File: src/core/ccs_regs.svh
`ifndef CCS_REGS_SVH
`define CCS_REGS_SVH

`define CCS_CLK_NS          5
`define CCS_RST_HOLD_NS     1000
`define CCS_RST_HOLD_CYC    ((`CCS_RST_HOLD_NS + `CCS_CLK_NS - 1) / `CCS_CLK_NS)
`define CCS_SETTLE_NS       2000
`define CCS_SETTLE_CYC      ((`CCS_SETTLE_NS + `CCS_CLK_NS - 1) / `CCS_CLK_NS)
`define CCS_CNT_W           10

`define CCS_ADDR_W          4
`define CCS_ADDR_CTRL       4'h0
`define CCS_ADDR_STATUS     4'h4
`define CCS_ADDR_OCC        4'h8
`define CCS_ADDR_EVCNT      4'hc

`define CCS_CTRL_RESTART    0
`define CCS_CTRL_MCQ        1
`define CCS_CTRL_AUTO       2
`define CCS_CTRL_MCQ_RST    1'h0
`define CCS_CTRL_AUTO_RST   1'h1

`define CCS_STS_AUDIO       0
`define CCS_STS_MODEM       1
`define CCS_STS_REASON      2
`define CCS_STS_STATE       8
`define CCS_STS_SEL         12
`define CCS_STS_LINK        13
`define CCS_STS_PEND        14

`define CCS_OCC_PRI         0
`define CCS_OCC_SEC         8
`define CCS_OCC_RSADDR      16
`define CCS_OCC_RSSINGLE    20

`endif

File: src/core/ccs_pkg.sv
`include "ccs_regs.svh"
package ccs_pkg;

   typedef enum logic [1:0] {
      CCS_ST_HOLD   = 2'b00,
      CCS_ST_SETTLE = 2'b01,
      CCS_ST_EVAL   = 2'b10,
      CCS_ST_RUN    = 2'b11
   } ccs_state_t;

   typedef enum logic [2:0] {
      CCS_RSN_NONE       = 3'h0,
      CCS_RSN_NO_PRIMARY = 3'h1,
      CCS_RSN_DUAL_CLAIM = 3'h2,
      CCS_RSN_AUDIO_SEC  = 3'h3,
      CCS_RSN_MULTI_MDM  = 3'h4,
      CCS_RSN_MC_UNQUAL  = 3'h5,
      CCS_RSN_NO_AUDIO   = 3'h6
   } ccs_reason_t;

   typedef struct packed {
      logic [1:0] cnt;
      logic       audio;
      logic       modem;
   } ccs_slot_t;

   typedef struct packed {
      logic        audio_en;
      logic        modem_en;
      ccs_reason_t reason;
   } ccs_result_t;

   typedef struct packed {
      logic [1:0] mb_rst_n;
      logic [1:0] mb_addr;
      logic [1:0] rs_addr;
      logic [1:0] rs_sdin;
      logic       rs_single;
   } ccs_route_st_t;

   typedef struct packed {
      ccs_state_t                state;
      logic [`CCS_CNT_W-1:0]     cnt;
      logic                      link_rst_n;
      logic                      sel_n_seen;
      logic                      restart_req;
      logic                      mcq;
      logic                      auto_rs;
      ccs_result_t               res;
      ccs_slot_t                 occ_p;
      ccs_slot_t                 occ_s;
      logic [15:0]               ev_cnt;
      logic [31:0]               rdata;
   } ccs_core_st_t;

endpackage

File: src/core/ccs_route.sv
`timescale 1ns/100ps
module ccs_route
   import ccs_pkg::*;
(
   input  wire logic       core_clk_in,
   input  wire logic       rst_n_in,
   input  wire logic       link_rst_n_in,
   input  wire logic       codec_down_select_n_in,
   input  wire logic [1:0] mb_addr_in,
   input  wire logic [1:0] rs_present_in,
   input  wire logic [1:0] rs_base_addr_in,
   output logic      [1:0] mb_codec_reset_n_out,
   output logic      [1:0] mb_addr_out,
   output logic      [1:0] rs_addr_out,
   output logic      [1:0] rs_sdin_sel_out,
   output logic            rs_single_out
);

   ccs_route_st_t st_ff;
   ccs_route_st_t nxt_st;

   always_comb begin
      nxt_st           = st_ff;
      // Held in reset, not just muted, so the riser owns the link
      nxt_st.mb_rst_n  = {2{link_rst_n_in & ~codec_down_select_n_in}};
      nxt_st.mb_addr   = mb_addr_in;
      nxt_st.rs_single = ^rs_present_in;
      for (int i = 0; i < 2; i++) begin
         nxt_st.rs_addr[i] = rs_base_addr_in[i];
         // Next free slot above the base is always the secondary one
         if (nxt_st.rs_single && rs_present_in[i] && !codec_down_select_n_in) begin
            nxt_st.rs_addr[i] = 1'b1;
         end
      end
      nxt_st.rs_sdin   = nxt_st.rs_addr;
   end

   always_ff @(posedge core_clk_in or negedge rst_n_in) begin
      if (!rst_n_in) begin
         st_ff <= '0;
      end else begin
         st_ff <= nxt_st;
      end
   end

   assign mb_codec_reset_n_out = st_ff.mb_rst_n;
   assign mb_addr_out          = st_ff.mb_addr;
   assign rs_addr_out          = st_ff.rs_addr;
   assign rs_sdin_sel_out      = st_ff.rs_sdin;
   assign rs_single_out        = st_ff.rs_single;

endmodule // ccs_route

File: src/core/ccs_matrix.sv
`timescale 1ns/100ps
`include "ccs_regs.svh"

module ccs_matrix
   import ccs_pkg::*;
(
   input  wire logic                   core_clk_in,
   input  wire logic                   nrst_in,
   input  wire logic                   codec_down_select_n_in,
   input  wire logic [1:0]             mb_present_in,
   input  wire logic [1:0]             mb_audio_in,
   input  wire logic [1:0]             mb_modem_in,
   input  wire logic [1:0]             mb_addr_in,
   input  wire logic [1:0]             rs_present_in,
   input  wire logic [1:0]             rs_audio_in,
   input  wire logic [1:0]             rs_modem_in,
   input  wire logic [1:0]             rs_base_addr_in,
   input  wire logic [`CCS_ADDR_W-1:0] reg_addr_in,
   input  wire logic [31:0]            reg_wdata_in,
   input  wire logic                   reg_wr_in,
   input  wire logic                   reg_rd_in,
   output logic      [31:0]            reg_rdata_out,
   output logic                        codec_link_reset_n_out,
   output logic      [1:0]             mb_codec_reset_n_out,
   output logic      [1:0]             mb_addr_out,
   output logic      [1:0]             rs_addr_out,
   output logic      [1:0]             rs_sdin_sel_out,
   output logic                        audio_en_out,
   output logic                        modem_en_out
);

   logic [1:0]   rst_sync_ff;
   logic         rst_n;
   logic         rs_single;
   logic [3:0]   act;
   logic [3:0]   adr;
   logic [3:0]   aud;
   logic [3:0]   mdm;
   ccs_slot_t    occ_p;
   ccs_slot_t    occ_s;
   ccs_core_st_t st_ff;
   ccs_core_st_t nxt_st;

   // Reset release synchroniser
   always_ff @(posedge core_clk_in or negedge nrst_in) begin
      if (!nrst_in) begin
         rst_sync_ff <= 2'h0;
      end else begin
         rst_sync_ff <= {rst_sync_ff[0], 1'b1};
      end
   end

   assign rst_n = rst_sync_ff[1];

   ccs_route u_route (
      .core_clk_in            (core_clk_in),
      .rst_n_in               (rst_n),
      .link_rst_n_in          (st_ff.link_rst_n),
      .codec_down_select_n_in (codec_down_select_n_in),
      .mb_addr_in             (mb_addr_in),
      .rs_present_in          (rs_present_in),
      .rs_base_addr_in        (rs_base_addr_in),
      .mb_codec_reset_n_out   (mb_codec_reset_n_out),
      .mb_addr_out            (mb_addr_out),
      .rs_addr_out            (rs_addr_out),
      .rs_sdin_sel_out        (rs_sdin_sel_out),
      .rs_single_out          (rs_single)
   );

   // Count and type of every live codec answering at one address
   function automatic ccs_slot_t ccs_occ(
      input logic       want,
      input logic [3:0] a_act,
      input logic [3:0] a_adr,
      input logic [3:0] a_aud,
      input logic [3:0] a_mdm
   );
      ccs_slot_t o;
      o = '0;
      for (int i = 0; i < 4; i++) begin
         if (a_act[i] && (a_adr[i] == want)) begin
            // Count saturates at two: a third claimant still ORs in its audio and modem type
            if (o.cnt != 2'h2) begin
               o.cnt = o.cnt + 2'h1;
            end
            o.audio = o.audio | a_aud[i];
            o.modem = o.modem | a_mdm[i];
         end
      end
      return o;
   endfunction

   function automatic ccs_result_t ccs_decide(
      input ccs_slot_t p,
      input ccs_slot_t s,
      input logic      mcq
   );
      ccs_result_t r;
      r = '{audio_en: 1'b0, modem_en: 1'b0, reason: CCS_RSN_NONE};
      if ((p.cnt > 2'h1) || (s.cnt > 2'h1)) begin
         r.reason = CCS_RSN_DUAL_CLAIM;
      end else if (p.cnt == 2'h0) begin
         r.reason = CCS_RSN_NO_PRIMARY;
      end else if (s.cnt == 2'h0) begin
         r.audio_en = p.audio;
         r.modem_en = p.modem;
         if (!p.audio) begin
            r.reason = CCS_RSN_NO_AUDIO;
         end
      end else if (!p.audio && s.audio && !s.modem) begin
         r.reason = CCS_RSN_AUDIO_SEC;
      end else begin
         r.modem_en = p.modem ^ s.modem;
         if (p.audio && s.audio) begin
            r.audio_en = mcq;
         end else begin
            r.audio_en = p.audio | s.audio;
         end
         if (p.audio && s.audio && !mcq) begin
            r.reason = CCS_RSN_MC_UNQUAL;
         end else if (p.modem && s.modem) begin
            r.reason = CCS_RSN_MULTI_MDM;
         end else if (!r.audio_en) begin
            r.reason = CCS_RSN_NO_AUDIO;
         end
      end
      return r;
   endfunction

   // Motherboard codecs drop out of the count while select is high
   always_comb begin
      act = {rs_present_in, mb_present_in & {2{~codec_down_select_n_in}}};
      adr = {rs_addr_out, mb_addr_out};
      aud = {rs_audio_in, mb_audio_in};
      mdm = {rs_modem_in, mb_modem_in};
      occ_p = ccs_occ(1'b0, act, adr, aud, mdm);
      occ_s = ccs_occ(1'b1, act, adr, aud, mdm);
   end

   always_comb begin
      nxt_st       = st_ff;
      nxt_st.rdata = 32'h0;

      // Register writes; a restart request, set after the state case, beats its own clear
      if (reg_wr_in && (reg_addr_in == `CCS_ADDR_CTRL)) begin
         nxt_st.mcq     = reg_wdata_in[`CCS_CTRL_MCQ];
         nxt_st.auto_rs = reg_wdata_in[`CCS_CTRL_AUTO];
      end

      case (st_ff.state)
         CCS_ST_HOLD: begin
            nxt_st.link_rst_n  = 1'b0;
            nxt_st.res         = '0;
            nxt_st.restart_req = 1'b0;
            if (st_ff.cnt == `CCS_CNT_W'(`CCS_RST_HOLD_CYC - 1)) begin
               nxt_st.cnt        = '0;
               nxt_st.link_rst_n = 1'b1;
               nxt_st.state      = CCS_ST_SETTLE;
            end else begin
               nxt_st.cnt = st_ff.cnt + `CCS_CNT_W'(1);
            end
         end
         CCS_ST_SETTLE: begin
            // Codecs need time after reset before their type is trusted
            nxt_st.res = '0;
            if (st_ff.cnt == `CCS_CNT_W'(`CCS_SETTLE_CYC - 1)) begin
               nxt_st.cnt   = '0;
               nxt_st.state = CCS_ST_EVAL;
            end else begin
               nxt_st.cnt = st_ff.cnt + `CCS_CNT_W'(1);
            end
         end
         CCS_ST_EVAL: begin
            nxt_st.res        = ccs_decide(occ_p, occ_s, st_ff.mcq);
            nxt_st.occ_p      = occ_p;
            nxt_st.occ_s      = occ_s;
            nxt_st.sel_n_seen = codec_down_select_n_in;
            nxt_st.ev_cnt     = st_ff.ev_cnt + 16'h0001;
            nxt_st.state      = CCS_ST_RUN;
         end
         CCS_ST_RUN: begin
            // A select flip reshuffles the link, so the old verdict is stale
            if (st_ff.restart_req ||
                (st_ff.auto_rs && (codec_down_select_n_in != st_ff.sel_n_seen))) begin
               nxt_st.res   = '0;
               nxt_st.cnt   = '0;
               nxt_st.state = CCS_ST_HOLD;
            end
         end
         default: begin
            nxt_st.cnt   = '0;
            nxt_st.state = CCS_ST_HOLD;
         end
      endcase

      if (reg_wr_in && (reg_addr_in == `CCS_ADDR_CTRL) && reg_wdata_in[`CCS_CTRL_RESTART]) begin
         nxt_st.restart_req = 1'b1;
      end

      // Read data stand for exactly one cycle; unmapped reads give zero
      if (reg_rd_in) begin
         case (reg_addr_in)
            `CCS_ADDR_CTRL: begin
               nxt_st.rdata[`CCS_CTRL_MCQ]  = st_ff.mcq;
               nxt_st.rdata[`CCS_CTRL_AUTO] = st_ff.auto_rs;
            end
            `CCS_ADDR_STATUS: begin
               nxt_st.rdata[`CCS_STS_AUDIO]                      = st_ff.res.audio_en;
               nxt_st.rdata[`CCS_STS_MODEM]                      = st_ff.res.modem_en;
               nxt_st.rdata[`CCS_STS_REASON+2:`CCS_STS_REASON]   = st_ff.res.reason;
               nxt_st.rdata[`CCS_STS_STATE+1:`CCS_STS_STATE]     = st_ff.state;
               nxt_st.rdata[`CCS_STS_SEL]                        = st_ff.sel_n_seen;
               nxt_st.rdata[`CCS_STS_LINK]                       = st_ff.link_rst_n;
               nxt_st.rdata[`CCS_STS_PEND]                       = st_ff.restart_req;
            end
            `CCS_ADDR_OCC: begin
               nxt_st.rdata[`CCS_OCC_PRI+3:`CCS_OCC_PRI]         = st_ff.occ_p;
               nxt_st.rdata[`CCS_OCC_SEC+3:`CCS_OCC_SEC]         = st_ff.occ_s;
               nxt_st.rdata[`CCS_OCC_RSADDR+1:`CCS_OCC_RSADDR]   = rs_addr_out;
               nxt_st.rdata[`CCS_OCC_RSSINGLE]                   = rs_single;
            end
            `CCS_ADDR_EVCNT: begin
               nxt_st.rdata[15:0] = st_ff.ev_cnt;
            end
            default: begin
               nxt_st.rdata = 32'h0;
            end
         endcase
      end
   end

   always_ff @(posedge core_clk_in or negedge rst_n) begin
      if (!rst_n) begin
         st_ff             <= '0;
         st_ff.state       <= CCS_ST_HOLD;
         st_ff.mcq         <= `CCS_CTRL_MCQ_RST;
         st_ff.auto_rs     <= `CCS_CTRL_AUTO_RST;
         st_ff.sel_n_seen  <= 1'b1;
      end else begin
         st_ff <= nxt_st;
      end
   end

   assign reg_rdata_out          = st_ff.rdata;
   assign codec_link_reset_n_out = st_ff.link_rst_n;
   assign audio_en_out           = st_ff.res.audio_en;
   assign modem_en_out           = st_ff.res.modem_en;

endmodule // ccs_matrix

File: config.mk
export PLATFORM = sky130hd
export DESIGN_NAME = ccs_matrix
export DESIGN_NICKNAME = d
export VERILOG_FILES = /design/src/core/ccs_pkg.sv /design/src/core/ccs_route.sv /design/src/core/ccs_matrix.sv
export VERILOG_INCLUDE_DIRS = /design/src /design/src/core
export SDC_FILE = /design/constraint.sdc
export NUM_CORES = 1
export LEC_CHECK = 0
export BUFFER_PORTS_ARGS = -buffer_cell sky130_fd_sc_hd__buf_2
export CORE_MARGIN = 10
export CORE_UTILIZATION = 32
export CTS_BUF_LIST = sky130_fd_sc_hd__clkbuf_4 sky130_fd_sc_hd__clkbuf_8
export DETAILED_ROUTE_END_ITERATION = 8
export PLACE_DENSITY = 0.5
export SLEW_MARGIN = 10
export SYNTH_ARGS = -nofsm -noshare
export SYNTH_HDL_FRONTEND = slang
export SYNTH_HIERARCHICAL = 1
export SYNTH_SLANG_ARGS = --single-unit
File: constraint.sdc
create_clock -name core_clk_in -period 4.2 [get_ports core_clk_in]
set_input_delay 0.84 -clock core_clk_in [delete_from_list [all_inputs] [get_ports core_clk_in]]
set_output_delay 0.84 -clock core_clk_in [all_outputs]
set_load 0.02 [all_outputs]
### Word-level counts from Yosys, hierarchy flattened

Cells that the tools add are included.
W data, S select, Z words.

| word-level totals | value |
|---|---|
| flip-flop bits (word level) | 86 |

| cells by class | value |
|---|---|
| $add $sub $neg | 8 |
| magnitude comparators | 2 |
| eq/ne operators | 18 |
| muxes and demuxes | 57 |
| bitwise logic cells | 21 |
| reductions and logical operators | 36 |

Operator list:

| kind | count |
|---|---|
| $mux W3 | 10 |
| $pmux W10 S3 | 1 |
| $mux W2 | 12 |
| $mux W4 | 6 |
| $mux W21 | 1 |
| $logic_and A1 B1 Y1 | 20 |
| $mux W10 | 2 |
| $ne A2 B2 Y1 const B | 9 |
| $add A16 B1 Y16 const B | 1 |
| $pmux W2 S4 | 2 |
| $pmux W5 S3 | 1 |
| $mux W1 | 13 |
| $or A1 B1 Y1 | 13 |
| $add A2 B1 Y2 const B | 6 |
| $mux W12 | 1 |
| $add A10 B1 Y10 const B | 1 |
| $eq A10 B8 Y1 const B | 1 |
| $eq A10 B9 Y1 const B | 1 |
| $mux W5 | 2 |
| $eq A4 B4 Y1 const B | 2 |
| $logic_not A2 Y1 | 3 |
| $pmux W1 S3 | 2 |
| $pmux W2 S3 | 1 |
| $pmux W3 S2 | 1 |
| other kinds (20) | 30 |

### Longest topological paths before layout

| depth | value |
|---|---|
| depth in word-level cells | 29 |
| depth in mapped cells | 12 |
| mapped depth without buffers | 11 |

### Cells and area by module

Netlist, hierarchy kept.

By module, submodules not included:

| module | times used | cells each | area an instance (um^2) | sequential area each (um^2) |
|---|---|---|---|---|
| ccs_matrix | 1 | 359 | 3719.8 | 1679.1 |
| ccs_route | 1 | 18 | 234.0 | 150.1 |

### Least setup slack after synthesis

OpenSTA, ideal clock, no wires.

| timing path | value |
|---|---|
| path kind | input to register |
| start | input codec_down_select_n_in |
| end | register st_ff (netlist bit audio_en_out) |
| setup time | 0.122 ns |
| data arrival time | 2.992 ns |
| required time | 4.078 ns |
| slack | 1.086 ns |
| stages on the path | 12 |
| cell sequence | and3b_1 -> clkbuf_1 -> inv_1 -> ha_1 -> nand3_1 -> o21ai_0 -> ha_1 -> nor3_1 -> a21o_1 -> nand2b_1 -> or3_1 -> a32o_1 |

| between the ends | value |
|---|---|
| cells in the longest elaborated chain, start to end | 22 |
| elaborated cells on any way between the ends | 67 |

Ends and longest elaborated chain:

| item | RTL line | text |
|---|---|---|
| from (decl) | ccs_matrix.sv:9 | `input wire logic codec_down_select_n_in,` |
| branches (longest 22 deep; another with $add A2 B1 Y2) | -- |  |
| to (signal assigned) | ccs_matrix.sv:240 | `st_ff <= nxt_st;` |
| to (decl) | ccs_matrix.sv:41 | `ccs_core_st_t st_ff;` |

Several ways; the timed one is not identified. The select of a mux whose other input is x is not followed.
A chain may end at the register's enable or synchronous reset.

### Worst setup path in the final report

Same ends and word-level chain as after synthesis.

==> run metrics <==
number of hold buffers added after CTS 0; net count of the finished layout 490; Port Buffers 57; total core area 0.0121 mm2; Max stage delay on crit path 0.66 ns; total clock buffers created by CTS 9; count of antenna-violating nets left after detailed routing 0; clock tree from TritonCTS yes; Overflow after GRT 0; number of flops mapped to enable cells by yosys 0; routed wire length per instance 14.6 um; initial antenna violation count 0; DR vias/cell 4.64; endpoint required time on the critical path 4.42 ns; worst hold-check slack 0.280 ns; critical path cell sequence buf_2, nor3b_1, inv_1, ha_1, nor3b_1, a21oi_1, ha_1, nor2_1, a22oi_1, o21ai_1, and3_1, a32o_1; cell at the root of the clock tree clkbuf_8; final setup skew 0.0130 ns; syn avg cell area 10.5 um2; Fmax achieved 0.305 GHz; Post-Place Setup Slack 0.569 ns; largest driver fanout on the critical path 8; fill cell instance count of the final layout 1213; yosys synthesis warning count 6; vias post-DR 2728; post-CTS sizing 0; predominant post-synthesis flop cell dfrtp_1; transition at the pin with the smallest max-transition slack 0.830 ns; Tot GR Track Use 0.102; detailed-route wire length 8580 um; top cell type's share of synthesized area 0.449; Post-DP Area 0.00420 mm2; TritonCTS Sinks 73; max-cap viol count 0; Setup violations, final 0; commonest non-fill, non-tap cell in the layout dfrtp_1; cell with the biggest individual delay on the critical path nor3b_1; Clock Tree Buf Depth 2; height of the chip 131 um; Post-CTS Setup Repair Bufs 0; Pleak 0.00219 uW; pin count of the biggest net entering global routing 39; vias in the first global route 2828; later-pin clock latency in the skew report 0.34 ns; DP Wirelength 6540 um; CTS H-tree depth 3; wire length of the first global-routing pass 14700 um; setup TNS after final layout 0 ns; critical path launch point type input pin; cell types occupying the most area after synthesis dfrtp_1, buf_4, ha_1, nor2_1, xnor2_1; Critical Setup Path Class in2reg; crit path setup slack, layout 0.921 ns; Seq cells post-synth 73; area of all placed cells without fillers 0.00440 mm2; min Tclk post-route 3.28 ns; count of mapped cells out of synthesis 377; CTS clk-pin slew, worst paths 0.08 ns; Row Count 40; unrepaired setup endpoints after global routing no; area of the die 0.0172 mm2; PwrDens 328 mW/mm2; Unique masters post-synth 56; endpoints failing hold 0; fraction of final layout cells with drive strength greater than 1 0.240; routability congestion estimate from global placement 0.776; Seq/Total Area, Yosys 0.463; final critical-path share of the clock period 0.781; drt initial violations 170; first-pass iteration count of the detailed router 4; Initial Utilization 0.328; critical path arrival 3.50 ns; die width 131 um; max_slew headroom 0.447; type of the tightest min-delay check in2async; antenna diode count 0; async set or reset register ratio after synthesis 1.00; area of the mapped netlist 0.00395 mm2; Pins Over Slew Limit 0; status complete, no violations; critical path capture point type flop; DRC violation count after routing 0; number of top-level design ports 100; most frequent cells in the layout dfrtp_1, buf_2, nor2_1, nand2_1, ha_1; cell type with the largest total area after synthesis dfrtp_1; area delta synth->final 11.4%; largest voltage drop on the vdd net 150 uV
final cells by class:
type	count	area, um2	area share
sequential	73	1830	0.416
multi-input combinational	254	1790	0.407
timing repair buffer	60	308	0.0699
tap	168	210	0.0477
clock buffer	11	145	0.0330
inverter	17	63.8	0.0145
clock inverter	5	56.3	0.0128
logic make-up (layout without fill, tap and decap cells):
| group | count (synthesis) | in the layout | share of synthesized area |
|---|---|---|---|
| XOR/XNOR | 23 | 23 | 0.0510 |
| flip-flops | 73 | 73 | 0.463 |
| AO/OA/AOI/OAI | 56 | 56 | 0.110 |
| adder cells (fa/ha/maj) | 18 | 18 | 0.0570 |
| multiplexers | 22 | 22 | 0.0655 |
| buffers and inverters | 62 | 93 | 0.0959 |
| AND/OR/NAND/NOR | 121 | 121 | 0.156 |
| other | 2 | 14 | 0.00190 |
per-stage QoR:
step,total power (uW),instances,util
after floorplan,857,389,-
after global placement,894,572,0.348
after detailed placement,896,572,0.348
after CTS,1470,588,0.365
after global routing,1510,588,0.365
final,1440,588,0.365
sequential cells by signal (all words and copies together) (netlist names):
signal                        cells
audio_en_out                      1
u_route/rs_sdin_sel_out           2
reg_rdata_out                    19
codec_link_reset_n_out            1
rst_sync_ff                       2
u_route/mb_addr_out               2
st_ff                            43
u_route/rs_single_out             1
modem_en_out                      1
u_route/mb_codec_reset_n_out      1
report_power, final:
group / switching (uW) / internal [uW]
sequential: 18.4 / 714
clock: 266 / 297
combinational: 91.0 / 57.8
total: 376 / 1070
final timing paths:
kind | start | to | slack (ns) | cells past startpoint
max | codec_down_select_n_in | audio_en_out$_DFFE_PN0P_ | 0.92 | 12
min | nrst_in | rst_sync_ff[0]$_DFF_PN0_ | 0.28 | 1
max reg2reg | u_route/mb_addr_out[0]$_DFF_PN0_ | audio_en_out$_DFFE_PN0P_ | 1.24 | 11
min reg2reg | rst_sync_ff[0]$_DFF_PN0_ | rst_sync_ff[1]$_DFF_PN0_ | 0.36 | 0
max in group asynchronous | rst_sync_ff[1]$_DFF_PN0_ | reg_rdata_out[10]$_DFF_PN0_ | 2.87 | 1
min in group core_clk_in | rst_sync_ff[0]$_DFF_PN0_ | rst_sync_ff[1]$_DFF_PN0_ | 0.36 | 0
synthesized netlist by cell type (3+ instances only):
cell type  instances
dfrtp_1           71
buf_4             35
nor2_1            35
nand2_1           22
ha_1              18
inv_1             17
xnor2_1           15
and3_1            14
nand3_1           14
a21oi_1           12
mux2_2            11
mux2i_1            9
o21ai_0            8
xor2_1             8
clkbuf_1           6
a22oi_1            5
nor2b_1            5
nor3_1             5
nor3b_1            5
a21o_1             4
a32o_1             4
nand2b_1           4
nand4_1            3
o31ai_1            3
critical path, delay by kind of cell:
family          cells  cell delay [ns]
simple gates        4             1.12
fa+ha+maj           2             0.59
buf+inv             2             0.32
compound gates      4             0.63
per-layer routing:
layer / vias to the layer above / track usage / routed length, um
met2: 56 / 0.159 / 4010
li1: 1338 / - / -
met1: 1330 / 0.131 / 4040
met3: 4 / 0.0286 / 423
met5: - / 0 / 0
met4: 0 / 0.0400 / 99
No activity file was read; power rests on OpenSTA's default activity.
